[src/design/vrx_pkg.sv]
/*
  vrx_pkg: register offsets, reset values, field positions and carrier
  structs for the receiver timing, audio-pin and status register group.
  Assumes the serial control port engine outside presents decoded byte
  accesses (address, data, strobes) in the ref_clk domain.
*/
package vrx_pkg;

  // ---------------------------------------------------------------
  // register offsets
  // ---------------------------------------------------------------
  localparam logic [7:0] OFS_SYNC_INSERT_DE_GEN_CTRL = 8'h27;
  localparam logic [7:0] OFS_VERT_DELAY_HORIZ_DELAY_HI = 8'h28;
  localparam logic [7:0] OFS_HORIZ_DELAY_LO = 8'h29;
  localparam logic [7:0] OFS_LINE_WIDTH_HI = 8'h2a;
  localparam logic [7:0] OFS_LINE_WIDTH_LO = 8'h2b;
  localparam logic [7:0] OFS_SCREEN_HEIGHT_HI = 8'h2c;
  localparam logic [7:0] OFS_SCREEN_HEIGHT_LO = 8'h2d;
  localparam logic [7:0] OFS_AUDIO_PIN_OUTPUT_CFG = 8'h2e;
  localparam logic [7:0] OFS_LINK_STATUS_PRIMARY = 8'h2f;
  localparam logic [7:0] OFS_LINK_STATUS_SECONDARY = 8'h30;
  localparam logic [7:0] OFS_PSEUDO_SYNC_WIDTH_LIMITS = 8'h31;
  localparam logic [7:0] OFS_PSEUDO_SYNC_CFG_START = 8'h32;
  localparam logic [7:0] OFS_PSEUDO_SYNC_CFG_END = 8'h33;
  localparam logic [7:0] OFS_PSEUDO_SYNC_LIMIT_AUDIO_PLL = 8'h34;

  // ---------------------------------------------------------------
  // writable register slots: index, reset value, implemented bits
  // ---------------------------------------------------------------
  localparam int NUM_RW = 12;
  localparam logic [3:0] IDX_27 = 4'h0;
  localparam logic [3:0] IDX_28 = 4'h1;
  localparam logic [3:0] IDX_29 = 4'h2;
  localparam logic [3:0] IDX_2A = 4'h3;
  localparam logic [3:0] IDX_2B = 4'h4;
  localparam logic [3:0] IDX_2C = 4'h5;
  localparam logic [3:0] IDX_2D = 4'h6;
  localparam logic [3:0] IDX_2E = 4'h7;
  localparam logic [3:0] IDX_31 = 4'h8;
  localparam logic [3:0] IDX_32 = 4'h9;
  localparam logic [3:0] IDX_33 = 4'ha;
  localparam logic [3:0] IDX_34 = 4'hb;

  // sync_insert_de_gen_ctrl: bit 7 auto power-down reset 1, sync insert 0, force 0, offset 000
  localparam logic [7:0] RST_27 = 8'h80;
  // vert_delay_horiz_delay_hi: vertical delay 24 in 7:2, horizontal delay 0x104 upper bits 01
  localparam logic [7:0] RST_28 = 8'h61;
  localparam logic [7:0] RST_29 = 8'h04;
  localparam logic [7:0] RST_2A = 8'h05;
  localparam logic [7:0] RST_2B = 8'h00;
  localparam logic [7:0] RST_2C = 8'h02;
  localparam logic [7:0] RST_2D = 8'hd0;
  // audio_pin_output_cfg: word width 24, format 00, control-on-pins 0
  localparam logic [7:0] RST_2E = 8'h18;
  // pseudo_sync_width_limits: max 9, min 6
  localparam logic [7:0] RST_31 = 8'h96;
  // pseudo_sync_cfg_start: start line 13; pseudo_sync_cfg_end: end line 21; pseudo_sync_limit_audio_pll: limit code 10
  localparam logic [7:0] RST_32 = 8'h0d;
  localparam logic [7:0] RST_33 = 8'h15;
  localparam logic [7:0] RST_34 = 8'h80;

  localparam logic [7:0] MASK_NIBBLE = 8'h0f;
  localparam logic [7:0] MASK_FULL = 8'hff;

  // ---------------------------------------------------------------
  // field positions
  // ---------------------------------------------------------------
  localparam int BIT_SYNC_INSERT = 4;
  localparam int BIT_GEN_FORCE = 3;
  localparam int BIT_CTRL_ON_PINS = 7;
  localparam int BIT_OVERSAMPLE = 7;
  localparam int BIT_STD_625 = 6;
  localparam int BIT_PROGRESSIVE = 7;
  localparam int BIT_OVERRIDE = 6;

  // pulse-limit code to pulse count
  localparam logic [2:0] LIMIT_CODE0 = 3'h6;
  localparam logic [2:0] LIMIT_CODE1 = 3'h4;
  localparam logic [2:0] LIMIT_CODE2 = 3'h5;
  localparam logic [2:0] LIMIT_CODE3 = 3'h7;

  typedef enum logic [1:0] {
    AFMT_I2S, AFMT_RIGHT, AFMT_LEFT, AFMT_RAW
  } vrx_afmt_t;

  // ---------------------------------------------------------------
  // carriers
  // ---------------------------------------------------------------
  typedef struct packed {
    logic wr_en;
    logic rd_en;
    logic [7:0] addr;
    logic [7:0] wdata;
  } vrx_req_t;

  typedef struct packed {
    logic active_video_seen;
    logic clock_present;
    logic state_a;
    logic keys_loaded;
    logic [2:0] quality;
    logic decrypt_active;
    logic hsync_pol;
    logic vsync_pol;
    logic [3:0] pixel_rep;
  } vrx_status_t;

  typedef struct packed {
    logic sync_insert_en;
    logic internal_active_gen_force;
    logic [2:0] interlace_offset;
    logic [5:0] vsync_delay;
    logic [9:0] hsync_delay;
    logic [11:0] line_width;
    logic [11:0] screen_height;
    logic ctrl_on_audio_pins;
    vrx_afmt_t audio_format;
    logic [4:0] audio_word_width;
  } vrx_timing_t;

  typedef struct packed {
    logic std_625;
    logic progressive;
    logic [5:0] line_start;
    logic [5:0] line_end;
    logic [4:0] pulse_max;
    logic [4:0] pulse_min;
    logic [2:0] pulse_limit;
    logic stop;
  } vrx_detect_t;

endpackage : vrx_pkg

[src/design/vrx_regs.sv]
/*
  vrx_regs: timing, audio-pin, status and pseudo-sync detector register
  group of a video receiver, with the decoded settings it drives.
  Assumes the serial control port engine delivers one byte access per
  strobe on ref_clk, and that all status inputs are synchronous to it.
*/
// Operation
// - sync-word insertion enable, reset off
// - force internal active-video generator, reset off
// - second field offset in hsyncs, reset 0
// - vertical delay six bits, reset 24
// - ten-bit horizontal delay, reset 0x104
// - twelve-bit active line width, reset 0x500
// - twelve-bit active screen height, reset 0x2d0
// - control signals replace audio on pins
// - audio serial format select, reset I2S
// - right-justified sample width, reset 24
// - read active-video seen and clock present
// - read mute state and keys loaded
// - read link quality grade, larger better
// - decryption active bit, software polls it
// - read detected hsync and vsync polarity
// - read pixel repetition code n means n+1
// - pulse width max 9, min 6
// - oversample flag corrects detector clock counts
// - 625 or 525 rules; SD or progressive
// - detection window start 13, end 21
// - built-in or programmed detector settings
// - SD detector stops below pulse limit
module vrx_regs
  import vrx_pkg::*;
#(
  parameter logic [5:0] B525_LINE_START = 6'h0d,
  parameter logic [5:0] B525_LINE_END = 6'h15,
  parameter logic [5:0] B625_LINE_START = 6'h06,
  parameter logic [5:0] B625_LINE_END = 6'h0e,
  parameter logic [3:0] BUILTIN_PULSE_MAX = 4'h9,
  parameter logic [3:0] BUILTIN_PULSE_MIN = 4'h6
) (
  // clock and reset
  input wire logic ref_clk,
  input wire logic reset_n,
  input wire logic clk_en,
  // register access from the serial control port
  input wire vrx_req_t req,
  output logic [7:0] rd_data,
  output logic rd_valid,
  // link and content status
  input wire vrx_status_t status,
  // pulses counted by the detector over the last three lines
  input wire logic [3:0] pulses_last3,
  // decoded settings
  output vrx_timing_t timing,
  output vrx_detect_t detect
);

  // ---------------------------------------------------------------
  // state
  // ---------------------------------------------------------------
  typedef struct packed {
    logic [NUM_RW-1:0][7:0] rw;
    vrx_status_t st;
    logic [7:0] rd_data;
    logic rd_valid;
    vrx_timing_t timing;
    vrx_detect_t detect;
  } vrx_state_t;

  localparam logic [NUM_RW-1:0][7:0] RW_RESET = {
    RST_34, RST_33, RST_32, RST_31, RST_2E, RST_2D,
    RST_2C, RST_2B, RST_2A, RST_29, RST_28, RST_27
  };

  vrx_state_t state_reg;
  vrx_state_t state_next;

  // ---------------------------------------------------------------
  // address decode of the writable slots
  // ---------------------------------------------------------------
  function automatic logic [4:0] slot_of(input logic [7:0] a);
    logic [4:0] s;
    s = 5'h10;
    case (a)
      OFS_SYNC_INSERT_DE_GEN_CTRL: s = {1'b0, IDX_27};
      OFS_VERT_DELAY_HORIZ_DELAY_HI: s = {1'b0, IDX_28};
      OFS_HORIZ_DELAY_LO: s = {1'b0, IDX_29};
      OFS_LINE_WIDTH_HI: s = {1'b0, IDX_2A};
      OFS_LINE_WIDTH_LO: s = {1'b0, IDX_2B};
      OFS_SCREEN_HEIGHT_HI: s = {1'b0, IDX_2C};
      OFS_SCREEN_HEIGHT_LO: s = {1'b0, IDX_2D};
      OFS_AUDIO_PIN_OUTPUT_CFG: s = {1'b0, IDX_2E};
      OFS_PSEUDO_SYNC_WIDTH_LIMITS: s = {1'b0, IDX_31};
      OFS_PSEUDO_SYNC_CFG_START: s = {1'b0, IDX_32};
      OFS_PSEUDO_SYNC_CFG_END: s = {1'b0, IDX_33};
      OFS_PSEUDO_SYNC_LIMIT_AUDIO_PLL: s = {1'b0, IDX_34};
      default: s = 5'h10;
    endcase
    return s;
  endfunction : slot_of

  // upper nibbles of the two twelve-bit high bytes are not implemented
  function automatic logic [7:0] mask_of(input logic [3:0] i);
    logic [7:0] m;
    m = MASK_FULL;
    if (i == IDX_2A || i == IDX_2C) begin
      m = MASK_NIBBLE;
    end
    return m;
  endfunction : mask_of

  // ---------------------------------------------------------------
  // next state
  // ---------------------------------------------------------------
  logic [4:0] slot;
  logic [7:0] r27, r28, r29, r2a, r2b, r2c, r2d, r2e;
  logic [7:0] r31, r32, r33, r34;
  logic [3:0] pmax, pmin;
  logic [7:0] status_primary;
  logic [7:0] status_secondary;

  always_comb begin
    state_next = state_reg;
    slot = slot_of(req.addr);

    // status is resampled every enabled cycle, so reads show it one enabled cycle old
    state_next.st = status;
    status_primary = {1'b0, state_reg.st.active_video_seen,
      state_reg.st.clock_present,
      state_reg.st.state_a, state_reg.st.keys_loaded,
      state_reg.st.quality};
    status_secondary = {1'b0, state_reg.st.decrypt_active,
      state_reg.st.hsync_pol, state_reg.st.vsync_pol,
      state_reg.st.pixel_rep};

    // writes to unmapped or status offsets fall through: no slot
    if (req.wr_en && !slot[4]) begin
      state_next.rw[slot[3:0]] = req.wdata & mask_of(slot[3:0]);
    end

    state_next.rd_valid = req.rd_en;
    state_next.rd_data = 8'h00;
    if (req.rd_en) begin
      if (!slot[4]) begin
        state_next.rd_data = state_reg.rw[slot[3:0]];
      end else if (req.addr == OFS_LINK_STATUS_PRIMARY) begin
        state_next.rd_data = status_primary;
      end else if (req.addr == OFS_LINK_STATUS_SECONDARY) begin
        state_next.rd_data = status_secondary;
      end
    end

    // decoded timing settings follow the stored bytes one cycle later
    r27 = state_reg.rw[IDX_27];
    r28 = state_reg.rw[IDX_28];
    r29 = state_reg.rw[IDX_29];
    r2a = state_reg.rw[IDX_2A];
    r2b = state_reg.rw[IDX_2B];
    r2c = state_reg.rw[IDX_2C];
    r2d = state_reg.rw[IDX_2D];
    r2e = state_reg.rw[IDX_2E];
    r31 = state_reg.rw[IDX_31];
    r32 = state_reg.rw[IDX_32];
    r33 = state_reg.rw[IDX_33];
    r34 = state_reg.rw[IDX_34];

    state_next.timing.sync_insert_en = r27[BIT_SYNC_INSERT];
    state_next.timing.internal_active_gen_force =
      r27[BIT_GEN_FORCE];
    state_next.timing.interlace_offset = r27[2:0];
    state_next.timing.vsync_delay = r28[7:2];
    state_next.timing.hsync_delay = {r28[1:0], r29};
    state_next.timing.line_width = {r2a[3:0], r2b};
    state_next.timing.screen_height = {r2c[3:0], r2d};
    state_next.timing.ctrl_on_audio_pins =
      r2e[BIT_CTRL_ON_PINS];
    state_next.timing.audio_format = vrx_afmt_t'(r2e[6:5]);
    state_next.timing.audio_word_width = r2e[4:0];

    // ---------------------------------------------------------------
    // pseudo-sync detector settings
    // ---------------------------------------------------------------
    state_next.detect.std_625 = r32[BIT_STD_625];
    state_next.detect.progressive = r33[BIT_PROGRESSIVE];
    if (r33[BIT_OVERRIDE]) begin
      state_next.detect.line_start = r32[5:0];
      state_next.detect.line_end = r33[5:0];
      pmax = r31[7:4];
      pmin = r31[3:0];
    end else begin
      pmax = BUILTIN_PULSE_MAX;
      pmin = BUILTIN_PULSE_MIN;
      if (r32[BIT_STD_625]) begin
        state_next.detect.line_start = B625_LINE_START;
        state_next.detect.line_end = B625_LINE_END;
      end else begin
        state_next.detect.line_start = B525_LINE_START;
        state_next.detect.line_end = B525_LINE_END;
      end
    end
    // widths are given at the base rate; oversampling doubles the count
    if (r32[BIT_OVERSAMPLE]) begin
      state_next.detect.pulse_max = {pmax, 1'b0};
      state_next.detect.pulse_min = {pmin, 1'b0};
    end else begin
      state_next.detect.pulse_max = {1'b0, pmax};
      state_next.detect.pulse_min = {1'b0, pmin};
    end

    case (r34[7:6])
      2'h0: state_next.detect.pulse_limit = LIMIT_CODE0;
      2'h1: state_next.detect.pulse_limit = LIMIT_CODE1;
      2'h2: state_next.detect.pulse_limit = LIMIT_CODE2;
      2'h3: state_next.detect.pulse_limit = LIMIT_CODE3;
      default: state_next.detect.pulse_limit = LIMIT_CODE2;
    endcase
    // progressive scan has no three-line pulse check
    state_next.detect.stop = !state_reg.detect.progressive &&
      (pulses_last3 < {1'b0, state_reg.detect.pulse_limit});
  end

  // ---------------------------------------------------------------
  // registers
  // ---------------------------------------------------------------
  always_ff @(posedge ref_clk or negedge reset_n) begin
    if (!reset_n) begin
      state_reg <= '0;
      state_reg.rw <= RW_RESET;
      state_reg.timing.vsync_delay <= RST_28[7:2];
      state_reg.timing.hsync_delay <= {RST_28[1:0], RST_29};
      state_reg.timing.line_width <= {RST_2A[3:0], RST_2B};
      state_reg.timing.screen_height <= {RST_2C[3:0], RST_2D};
      state_reg.timing.audio_word_width <= RST_2E[4:0];
      state_reg.detect.line_start <= B525_LINE_START;
      state_reg.detect.line_end <= B525_LINE_END;
      state_reg.detect.pulse_max <= {1'b0, BUILTIN_PULSE_MAX};
      state_reg.detect.pulse_min <= {1'b0, BUILTIN_PULSE_MIN};
      state_reg.detect.pulse_limit <= LIMIT_CODE2;
    end else if (clk_en) begin
      state_reg <= state_next;
    end
  end

  // ---------------------------------------------------------------
  // outputs
  // ---------------------------------------------------------------
  assign rd_data = state_reg.rd_data;
  assign rd_valid = state_reg.rd_valid;
  assign timing = state_reg.timing;
  assign detect = state_reg.detect;

endmodule : vrx_regs

[config.mk]
export PLATFORM = sky130hd
export DESIGN_NAME = vrx_regs
export DESIGN_NICKNAME = d
export VERILOG_FILES = /design/src/design/vrx_pkg.sv /design/src/design/vrx_regs.sv
export SDC_FILE = /design/constraint.sdc
export NUM_CORES = 1
export LEC_CHECK = 0
export BUFFER_PORTS_ARGS = -buffer_cell sky130_fd_sc_hd__buf_2
export CAP_MARGIN = 10
export CORE_ASPECT_RATIO = 1.1
export CORE_MARGIN = 8
export CORE_UTILIZATION = 34
export CTS_CLUSTER_DIAMETER = 200
export DETAILED_ROUTE_END_ITERATION = 7
export GPL_TIMING_DRIVEN = 0
export PLACE_DENSITY = 0.51
export SLEW_MARGIN = 30
export SYNTH_ARGS = -nofsm -noshare
export SYNTH_HDL_FRONTEND = slang
export SYNTH_SLANG_ARGS = --single-unit
[constraint.sdc]
create_clock -name ref_clk -period 1.8 [get_ports ref_clk]
set_input_delay 0 -clock ref_clk [delete_from_list [all_inputs] [get_ports ref_clk]]
set_output_delay 0 -clock ref_clk [all_outputs]
set_load 0.05 [all_outputs]
==> reports/results.ini, run 1 <==
[outcome]
status=finished, final reports clean

[sta]
min_period_ns=1.721
tightest_slew_ns=0.8980
finalCritPeriodShare_pct=95.62
fmax_mhz=581.0
rsz0062_at_grt=false
relSlewSlack_pct=40.13
worst_slack_ns=0.07891
tns_ns=0
fin_skew_ns=0.007670
setup_violations=0
timing.final.max_slew_violations=0
hold_viol_final=0
whs_ns=0.04365

[floorplan]
ios=129
coreArea_um2=28550
design.die.area_um2=34490
die_h_um=194.0
start_util_pct=34.30
die_x_um=177.8
rows=65

[synth]
ys_types=63
netlist_area_um2=9792
synth_cells=808
synth_edf_count=0
yosys_warnings=0
postSynthAreaPerCell_um2=12.12
synthFlopType=dfrtp_1
synth_nets=850
seq_area_frac_synth_pct=51.46
ys_ff_latch=199
ys_async_sr_fraction_pct=100.0

[job]
maxCapViolCount=0

[placed_design]
dpl_worst_slack_ns=-0.6223
gp_congestion=0.8757
place_area_um2=10950
io_buffers=126
place_hpwl_um=19420

[route]
via_per_inst=4.890
num_vias=6646
dr.pass1.iters=5
drtIter0Drc=363
drc=0
ant_nets=0
wl_um=26900
avgRoutedWirePerCell_um=19.79

[setup_path]
worstPathArrival_ns=2.07
required_ns=2.14
criticalPathCategory=primary input to register
cp-start-kind=primary input
crit_path_end_kind=register
path_max_fanout=10

[power]
seq_power_share_pct=48.9
power_density_nw_per_um2=810.7
irDropWorstVdd_v=0.0004264
fin_total_pwr_uw=9611
clock_power_share_pct=40.3
p_switching_uw=2638
combPwrFrac_pct=10.8
switching_share_pct=27.45
power_leakage_uw=0.005740
intPower_uw=6973

[global_route]
grt_remaining_overflow=0
gr-usage-all-layers_pct=15.97
grt_start_max_net_pins=84
grt_first_pass_wirelength_um=42290
first_global_vias=7007
antenna_found_initial=0

[layout]
largest_register_ffs=53
diodes=0
syn_to_final_growth_pct=21.07
nNetsFinal=1020
finalInstanceArea_um2=11860
drive_above_1_share_pct=52.17

[clocking]
path_clk_slew_ns=0.08
cts_tree=built
clock-sinks=199
root_buffer=clkbuf_16
cts_max_path_buffers=2
cts_buffers=17
h-tree-depth=4
clk_latency_ns=0.44

[min_path]
hold_path_class=primary input to async pin

[placed cells by master, fill, tap and decap left out, drive strengths merged, types with 2 or more instances in the layout]
cell	netlist	layout
or2	2	2
inv	29	35
clkinvlp	0	3
mux2	178	178
o221ai	7	7
nor3b	3	3
dfstp	47	47
and2	10	10
o21ai	23	23
nand3	7	7
a31oi	4	4
a21o	2	2
a221o	6	6
nand2b	9	9
buf	106	234
nor3	3	3
a21oi	23	23
mux2i	9	9
o22ai	22	22
a22oi	15	15
dfrtp	152	152
or3	3	3
nor2b	9	9
ha	3	3
clkinv	0	5
nand3b	7	7
and2b	2	2
nand2	27	27
clkbuf	33	51
dlygate4sd3	0	22
nand4b	2	2
nand4	8	8
nor2	28	28
and3b	3	3
o2111ai	8	8
[power groups by stage]
stage | Clock (uW) | Combinational (uW) | Sequential (uW)
after floorplan | 0 | 626 | 4760
after CTS | 3980 | 1040 | 4700
after global placement | 0 | 978 | 4780
after global routing | 4150 | 1120 | 4720
final | 3880 | 1030 | 4700
after detailed placement | 0 | 998 | 4790
[metrics by stage]
step,util [%],cells
3_5_place_dp,38.35,1304
3_3_place_gp,38.12,1302
2_1_floorplan,-,808
6_report,41.53,1359
4_1_cts,41.36,1359
5_1_grt,41.53,1359
[worst max-delay path: stages]
cell and delay [ns]:
buf_2 0.11, buf_4 0.16, and4bb_2 0.27, a21oi_4 0.26, buf_4 0.27, buf_2 0.28, o22ai_1 0.14, nand2_1 0.09
o2111ai_1 0.23, o221ai_1 0.25
[layout make-up]
cell class / count / area (um^2)
flip-flops and latches: 199 / 5039
clock buffers: 17 / 425.4
inverters: 29 / 108.9
plain buffers: 138 / 907.1
fillers: 2767 / 16690
well taps: 368 / 460.4
clock inverters: 15 / 161.4
repair buffers: 152 / 943.4
multi-input cells: 441 / 3810
[repair_timing]
action                                 in CTS  in global routing
resized for setup                           7                 11
cloned                                      0                  0
hold buffers                               22                  0
setup endpoints to repair                  67                 36
endpoints found under the hold margin     190                  0
pin swaps                                   1                  0
setup buffers                               2                  0
[cells by family (layout without fill, tap and decap cells)]
logic type	after synthesis	count (layout)	share of synthesized area [%]
DFF	199	199	51.46
xor gates and xnor gates	2	2	0.1789
and+or+nand+nor	129	129	7.641
AOI/OAI and AO/OA	119	119	8.306
buffers and inverters	168	351	10.30
other	1	1	0.03830
muxes	187	187	21.70
adders and majority gates	3	3	0.3834
[path summary, 6_finish.rpt]
check	startpoint	to	slack, ns	depth (start not counted)
setup / recovery	req[12]	rd_data[5]	0.08	10
hold / removal	reset_n	state_reg[93]	0.04	2
setup reg to reg	r33[4]	rd_data[4]	0.21	5
hold reg to reg	r2c[6]	r2c[6]	0.48	1
max in group asynchronous	reset_n	r2d[6]	0.98	3
min in group ref_clk	pulses_last3[0]	detect[0]	0.18	5
[cells in the mapped netlist, types with 2 or more instances]
master / n / area [um^2]
or3_1: 3 / 18.77
nor3b_1: 2 / 15.01
nor3_1: 2 / 10.01
o21ai_0: 19 / 95.09
a31oi_1: 3 / 18.77
dfrtp_1: 152 / 3804
inv_1: 29 / 108.9
ha_1: 3 / 37.54
a221o_1: 6 / 60.06
and2b_1: 2 / 15.01
buf_2: 11 / 55.05
o21ai_2: 2 / 17.52
clkbuf_1: 33 / 123.9
mux2i_1: 9 / 90.09
mux2_4: 8 / 120.1
nand2_1: 26 / 97.59
and2_1: 10 / 62.56
a21o_1: 2 / 15.01
nand2b_1: 9 / 56.30
mux2_2: 170 / 1914
and3b_1: 3 / 26.28
o21ai_1: 2 / 10.01
nand4_1: 8 / 50.05
o2111ai_1: 8 / 70.07
buf_4: 93 / 698.2
nand3_1: 6 / 30.03
nor2_1: 24 / 90.09
nor2_2: 3 / 18.77
a21oi_1: 22 / 110.1
buf_6: 2 / 22.52
nor2b_1: 9 / 56.30
dfstp_2: 47 / 1235
o221ai_1: 7 / 61.31
or2_1: 2 / 12.51
o22ai_1: 22 / 137.6
nand4b_1: 2 / 17.52
a22oi_1: 15 / 112.6
nand3b_1: 7 / 52.55
[routing by layer]
layer  routed length, um  GRT usage [%]
met1               12620          21.56
met2               12610          25.40
met3                1113          2.922
met4                 560          5.161
met5                   0              0
(Power assumes the default switching activity.)
==> inputs of run 2 (changes only) <==
Settings changed: CORE_UTILIZATION 34 to 30, PLACE_DENSITY 0.51 to 0.46.
==> reports/results.ini, run 2 (synthesized netlist as in run 1, its figures left out) <==
[sta]
tns_ns=0  ; unchanged
hold_viol_final=0  ; unchanged
relSlewSlack_pct=41.15  ; was 40.13%
min_period_ns=1.715  ; was 1.721 ns
fin_skew_ns=0.01207  ; was 0.007670 ns
setup_violations=0  ; unchanged
timing.final.max_slew_violations=0  ; unchanged
finalCritPeriodShare_pct=95.26  ; was 95.62%
tightest_slew_ns=0.8828  ; was 0.8980 ns
fmax_mhz=583.2  ; was 581.0 MHz
rsz0062_at_grt=true  ; was false

[global_route]
first_global_vias=7067  ; was 7007
grt_start_max_net_pins=75  ; was 84
grt_remaining_overflow=0  ; unchanged
gr-usage-all-layers_pct=14.81  ; was 15.97%
grt_first_pass_wirelength_um=43650  ; was 42290 um
antenna_found_initial=1  ; was 0

[clocking]
root_buffer=clkbuf_16  ; unchanged
cts_max_path_buffers=2  ; unchanged
cts_tree=built  ; unchanged
clk_latency_ns=0.43  ; was 0.44 ns
path_clk_slew_ns=0.07  ; was 0.08 ns
clock-sinks=199  ; unchanged
cts_buffers=17  ; unchanged
h-tree-depth=4  ; unchanged

[route]
num_vias=6593  ; was 6646
drc=0  ; unchanged
dr.pass1.iters=4  ; was 5
via_per_inst=4.650  ; was 4.890
ant_nets=0  ; unchanged
avgRoutedWirePerCell_um=19.96  ; was 19.79 um
wl_um=28300  ; was 26900 um
dr_wl_met2_um=14430  ; was 12610 um
m1WireLength_um=12400  ; was 12620 um
drtIter0Drc=348  ; was 363
dr_wl_met3_um=1102  ; was 1113 um
highest_layer=met5  ; was met4

[setup_path]
required_ns=2.11  ; was 2.14 ns
path_max_fanout=8  ; was 10
cp-start-kind=primary input  ; unchanged
crit_path_end_kind=register  ; unchanged
criticalPathCategory=primary input to register  ; unchanged
worstPathArrival_ns=2.03  ; was 2.07 ns

[layout]
largest_register_ffs=53  ; unchanged
nNetsFinal=1021  ; was 1020
syn_to_final_growth_pct=21.91  ; was 21.07%
stdcell_count=1418  ; was 1359
drive_above_1_share_pct=51.92  ; was 52.17%
final_cell_mix=mux2_2 (170), dfrtp_1 (152), buf_2 (135)  ; was mux2_2 (170), dfrtp_1 (152), buf_2 (133)
layout_commonest_cell=mux2_2  ; unchanged
diodes=0  ; unchanged

[floorplan]
die_h_um=205.5  ; was 194.0 um
coreArea_um2=32200  ; was 28550 um^2
ios=129  ; unchanged
rows=69  ; was 65
start_util_pct=30.41  ; was 34.30%
design.die.area_um2=38680  ; was 34490 um^2
die_x_um=188.3  ; was 177.8 um

[power]
power_leakage_uw=0.005758  ; was 0.005740 uW
power_density_nw_per_um2=821.2  ; was 810.7 nW/um^2
irDropWorstVdd_v=0.0004927  ; was 0.0004264 V

[outcome]
status=finished, final reports clean  ; unchanged

[job]
maxCapViolCount=0  ; unchanged

[placed_design]
dp.cells=1362  ; was 1304
io_buffers=126  ; unchanged
gp_congestion=0.8277  ; was 0.8757
place_hpwl_um=20550  ; was 19420 um

[min_path]
hold_path_class=primary input to async pin  ; unchanged

==> run 2: cell types whose count changed in the layout (fill, tap and decap cells not counted), sizes merged <==
cell,before,now
clkbuf,51,57
buf,234,235
bufinv,1,3
inv,35,32
clkinvlp,3,1
clkinv,5,2
==> run 2: worst max-delay path: stages <==
cell	delay, ns
buf_2	0.11
nor3b_2	0.33
nand2_1	0.21
or3_1	0.39
clkbuf_1	0.26
nor2_4	0.34
mux2_2	0.38
==> run 2: stage by stage <==
step | power, uW | util, % | area [um^2] | hold slack, ns | worst slack, ns
2_1_floorplan | 5382 | - | 9792 | -0.2956 | 0.07024
3_3_place_gp | 5773 | 34.02 | 10960 | 0.2332 | -2.918
3_5_place_dp | 5796 | 34.22 | 11020 | -0.03732 | -0.7341
4_1_cts | 9945 | 36.86 | 11870 | 0.09386 | 0.04171
5_1_grt | 10200 | 37.07 | 11940 | 0.1080 | -0.01480
6_report | 9803 | 37.07 | 11940 | 0.08036 | 0.08539
==> run 2: layer usage <==
layer	vias up	GRT usage (%)
met2	118	25.89
met5	-	0
met1	3334	18.52
li1	3118	-
met4	2	3.660
met3	21	2.932
==> run 2: final timing paths <==
check,start,to,slack (ns),cells after the start
hold reg to reg,detect[23],detect[23],0.49,2
setup reg to reg,r33[4],rd_data[4],0.15,5
max in group asynchronous,reset_n,r28[0],0.60,4
setup / recovery,req[15],r2b[6],0.09,7
hold / removal,reset_n,timing[5],0.08,2
min in group ref_clk,req[8],rd_data[7],0.20,5
==> run 2: power by group <==
| group | total [uW] | switching [uW] | internal [uW] |
|---|---|---|---|
| Sequential | 4700 | 92.2 | 4610 |
| Clock | 4060 | 1740 | 2320 |
| Combinational | 1040 | 651 | 387 |
==> run 2: layout make-up <==
class / count / area [um^2]
Inverter: 29 / 108.9
Fill cell: 3266 / 20260
Sequential cell: 199 / 5039
Clock inverter: 9 / 137.6
Tap cell: 426 / 533.0
Clock buffer: 23 / 478.0
Buffer: 139 / 908.4
Timing Repair Buffer: 152 / 943.4
Multi-Input combinational cell: 441 / 3790
==> run 2: what timing repair did <==
action,4_1_cts,5_1_grt
resized for setup,5,11
hold endpoints to repair,128,0
pin swaps,0,1
hold buffers,22,0
buffers inserted,0,2
endpoints found under the setup margin,72,31
==> inputs of run 3 (changes only) <==
Settings changed: PLACE_DENSITY 0.46 to not set, PLACE_DENSITY_LB_ADDON set to 0.15.
==> reports/results.ini, run 3 (synthesized netlist as in run 1, its figures left out) <==
[outcome]
status=finished, final reports clean  ; unchanged

[setup_path]
path_max_fanout=10  ; was 8
worst-path-buf-inv=4  ; was 2
required_ns=2.14  ; was 2.11 ns
cp-start-kind=primary input  ; unchanged
r2r-end=rd_data[0]  ; was rd_data[4]
worstRegToRegCells=5  ; unchanged
cpPeakStageDelay_ns=0.28  ; was 0.39 ns
r2r_slack_ns=0.22  ; was 0.15 ns
criticalPathCategory=primary input to register  ; unchanged
r2r_start=r32[0]  ; was r33[4]
slowest_stage=buf_2  ; was or3_1
crit_path_end_kind=register  ; unchanged
critical_path.top_delay_family=compound AO/OA/AOI/OAI gates  ; was simple AND/OR/NAND/NOR gates
cp.depth=10  ; was 7
path_cells=buf_2, buf_4, and4bb_2, a21oi_4, buf_4, buf_2, o22ai_1, a22oi_1, nor2_1, o221ai_1  ; was buf_2, nor3b_2, nand2_1, or3_1, clkbuf_1, nor2_4, mux2_2
worstPathArrival_ns=2.03  ; about the same

[min_path]
hold_path_class=primary input to async pin  ; unchanged

[sta]
fmax_mhz=594.6  ; was 583.2 MHz
relSlewSlack_pct=37.62  ; was 41.15%
finalCritPeriodShare_pct=93.43  ; was 95.26%
rsz0062_at_grt=false  ; was true
setup_violations=0  ; unchanged
min_period_ns=1.682  ; was 1.715 ns
fin_skew_ns=0.008704  ; was 0.01207 ns
timing.final.max_slew_violations=0  ; unchanged
tightest_slew_ns=0.9357  ; was 0.8828 ns
hold_viol_final=0  ; unchanged

[power]
power_leakage_uw=0.005721  ; was 0.005758 uW
irDropWorstVdd_v=0.0004282  ; was 0.0004927 V
power_density_nw_per_um2=808.9  ; was 821.2 nW/um^2
fin_total_pwr_uw=9609  ; was 9803 uW

[layout]
diodes=0  ; unchanged
fin_util_pct=36.89  ; was 37.07%
syn_to_final_growth_pct=21.31  ; was 21.91%
finalInstanceArea_um2=11880  ; was 11940 um^2
drive_above_1_share_pct=51.82  ; was 51.92%
nFillCells=3212  ; was 3266
nNetsFinal=1019  ; was 1021
stdcell_count=1416  ; was 1418
layout_commonest_cell=mux2_2  ; unchanged
final_cell_mix=mux2_2 (170), dfrtp_1 (152), buf_2 (134)  ; was mux2_2 (170), dfrtp_1 (152), buf_2 (135)
largest_register_ffs=53  ; unchanged

[placed_design]
place_area_um2=11020  ; unchanged
gp_congestion=0.8411  ; was 0.8277
dp.cells=1362  ; unchanged
io_buffers=126  ; unchanged
place_hpwl_um=20530  ; was 20550 um

[floorplan]
die_h_um=205.5  ; unchanged
ios=129  ; unchanged
start_util_pct=30.41  ; unchanged
design.die.area_um2=38680  ; unchanged
coreArea_um2=32200  ; unchanged
rows=69  ; unchanged
die_x_um=188.3  ; unchanged

[clocking]
path_clk_slew_ns=0.08  ; was 0.07 ns
clock-sinks=199  ; unchanged
postCtsSetupBuffers=0  ; unchanged
cts_tree=built  ; unchanged
clk_latency_ns=0.44  ; was 0.43 ns
root_buffer=clkbuf_16  ; unchanged
h-tree-depth=4  ; unchanged
cts_max_path_buffers=2  ; unchanged
cts_buffers=17  ; unchanged

[route]
dr.pass1.iters=7  ; was 4
via_per_inst=4.669  ; was 4.650
drtIter0Drc=401  ; was 348
num_vias=6611  ; was 6593
drc=0  ; unchanged
ant_nets=0  ; unchanged
wl_um=28500  ; was 28300 um
avgRoutedWirePerCell_um=20.13  ; was 19.96 um

[global_route]
antenna_found_initial=0  ; was 1
gr-usage-all-layers_pct=14.91  ; was 14.81%
grt_first_pass_wirelength_um=43930  ; was 43650 um
first_global_vias=7066  ; was 7067
grt_start_max_net_pins=72  ; was 75
grt_remaining_overflow=0  ; unchanged

[job]
maxCapViolCount=0  ; unchanged

run 3: cell types whose count changed in the layout (fill, tap and decap cells not counted), moves of 2 or more:
cell	before	now
clkbuf_1	31	28
clkinv_8	0	3
clkbuf_8	3	1
inv_8	0	4
clkinv_4	1	3
bufinv_16	3	0
run 3: report_power, final:
group	leakage, uW	internal, uW	switching, uW
combinational	0.00288	388	663
sequential	0.00256	4610	91.0
clock	0.000283	1900	1960
run 3: cell type report:
| class | instances | area, um^2 | area share, % |
|---|---|---|---|
| Tap cell | 426 | 533.0 | 4.487 |
| Multi-Input combinational cell | 441 | 3781 | 31.83 |
| Timing Repair Buffer | 150 | 915.9 | 7.710 |
| Inverter | 29 | 108.9 | 0.9164 |
| Buffer | 139 | 909.6 | 7.657 |
| Clock buffer | 18 | 439.2 | 3.697 |
| Clock inverter | 14 | 152.6 | 1.285 |
| Sequential cell | 199 | 5039 | 42.42 |
run 3: through the flow:
stage / hold slack [ns] / worst slack [ns] / setup TNS (ns)
global route: 0.1164 / 0.009851 / 0
detailed placement: -0.01124 / -0.6133 / -53.62
CTS: 0.09960 / 0.04097 / 0
finish: 0.07367 / 0.1182 / 0
global placement: 0.2373 / -2.918 / -569.04
floorplan: -0.2956 / 0.07024 / 0
run 3: what timing repair did:
item | in CTS | in global routing
endpoints found under the hold margin | 145 | 0
hold buffers | 22 | 0
setup endpoints to repair | 57 | 13
gates resized for setup | 6 | 9
pin swaps | 0 | 0
run 3: worst max path at each step:
stage          startpoint          to  slack, ns
2_1_floorplan      req[8]      r28[1]       0.07
3_3_place_gp      reset_n  timing[43]      -2.92
3_5_place_dp      req[15]      r2b[5]      -0.61
4_1_cts            r33[6]  detect[18]       0.04
5_1_grt           req[15]      r2b[7]       0.01
6_report          req[12]  rd_data[0]       0.12
run 3: layer usage:
layer / wire (um) / GRT usage, % / part of all wire [%]
met1: 13310 / 19.90 / 47
met3: 1104 / 2.915 / 3.9
met2: 13750 / 24.42 / 48
met4: 341 / 4.026 / 1.2
met5: 0 / 0 / 0
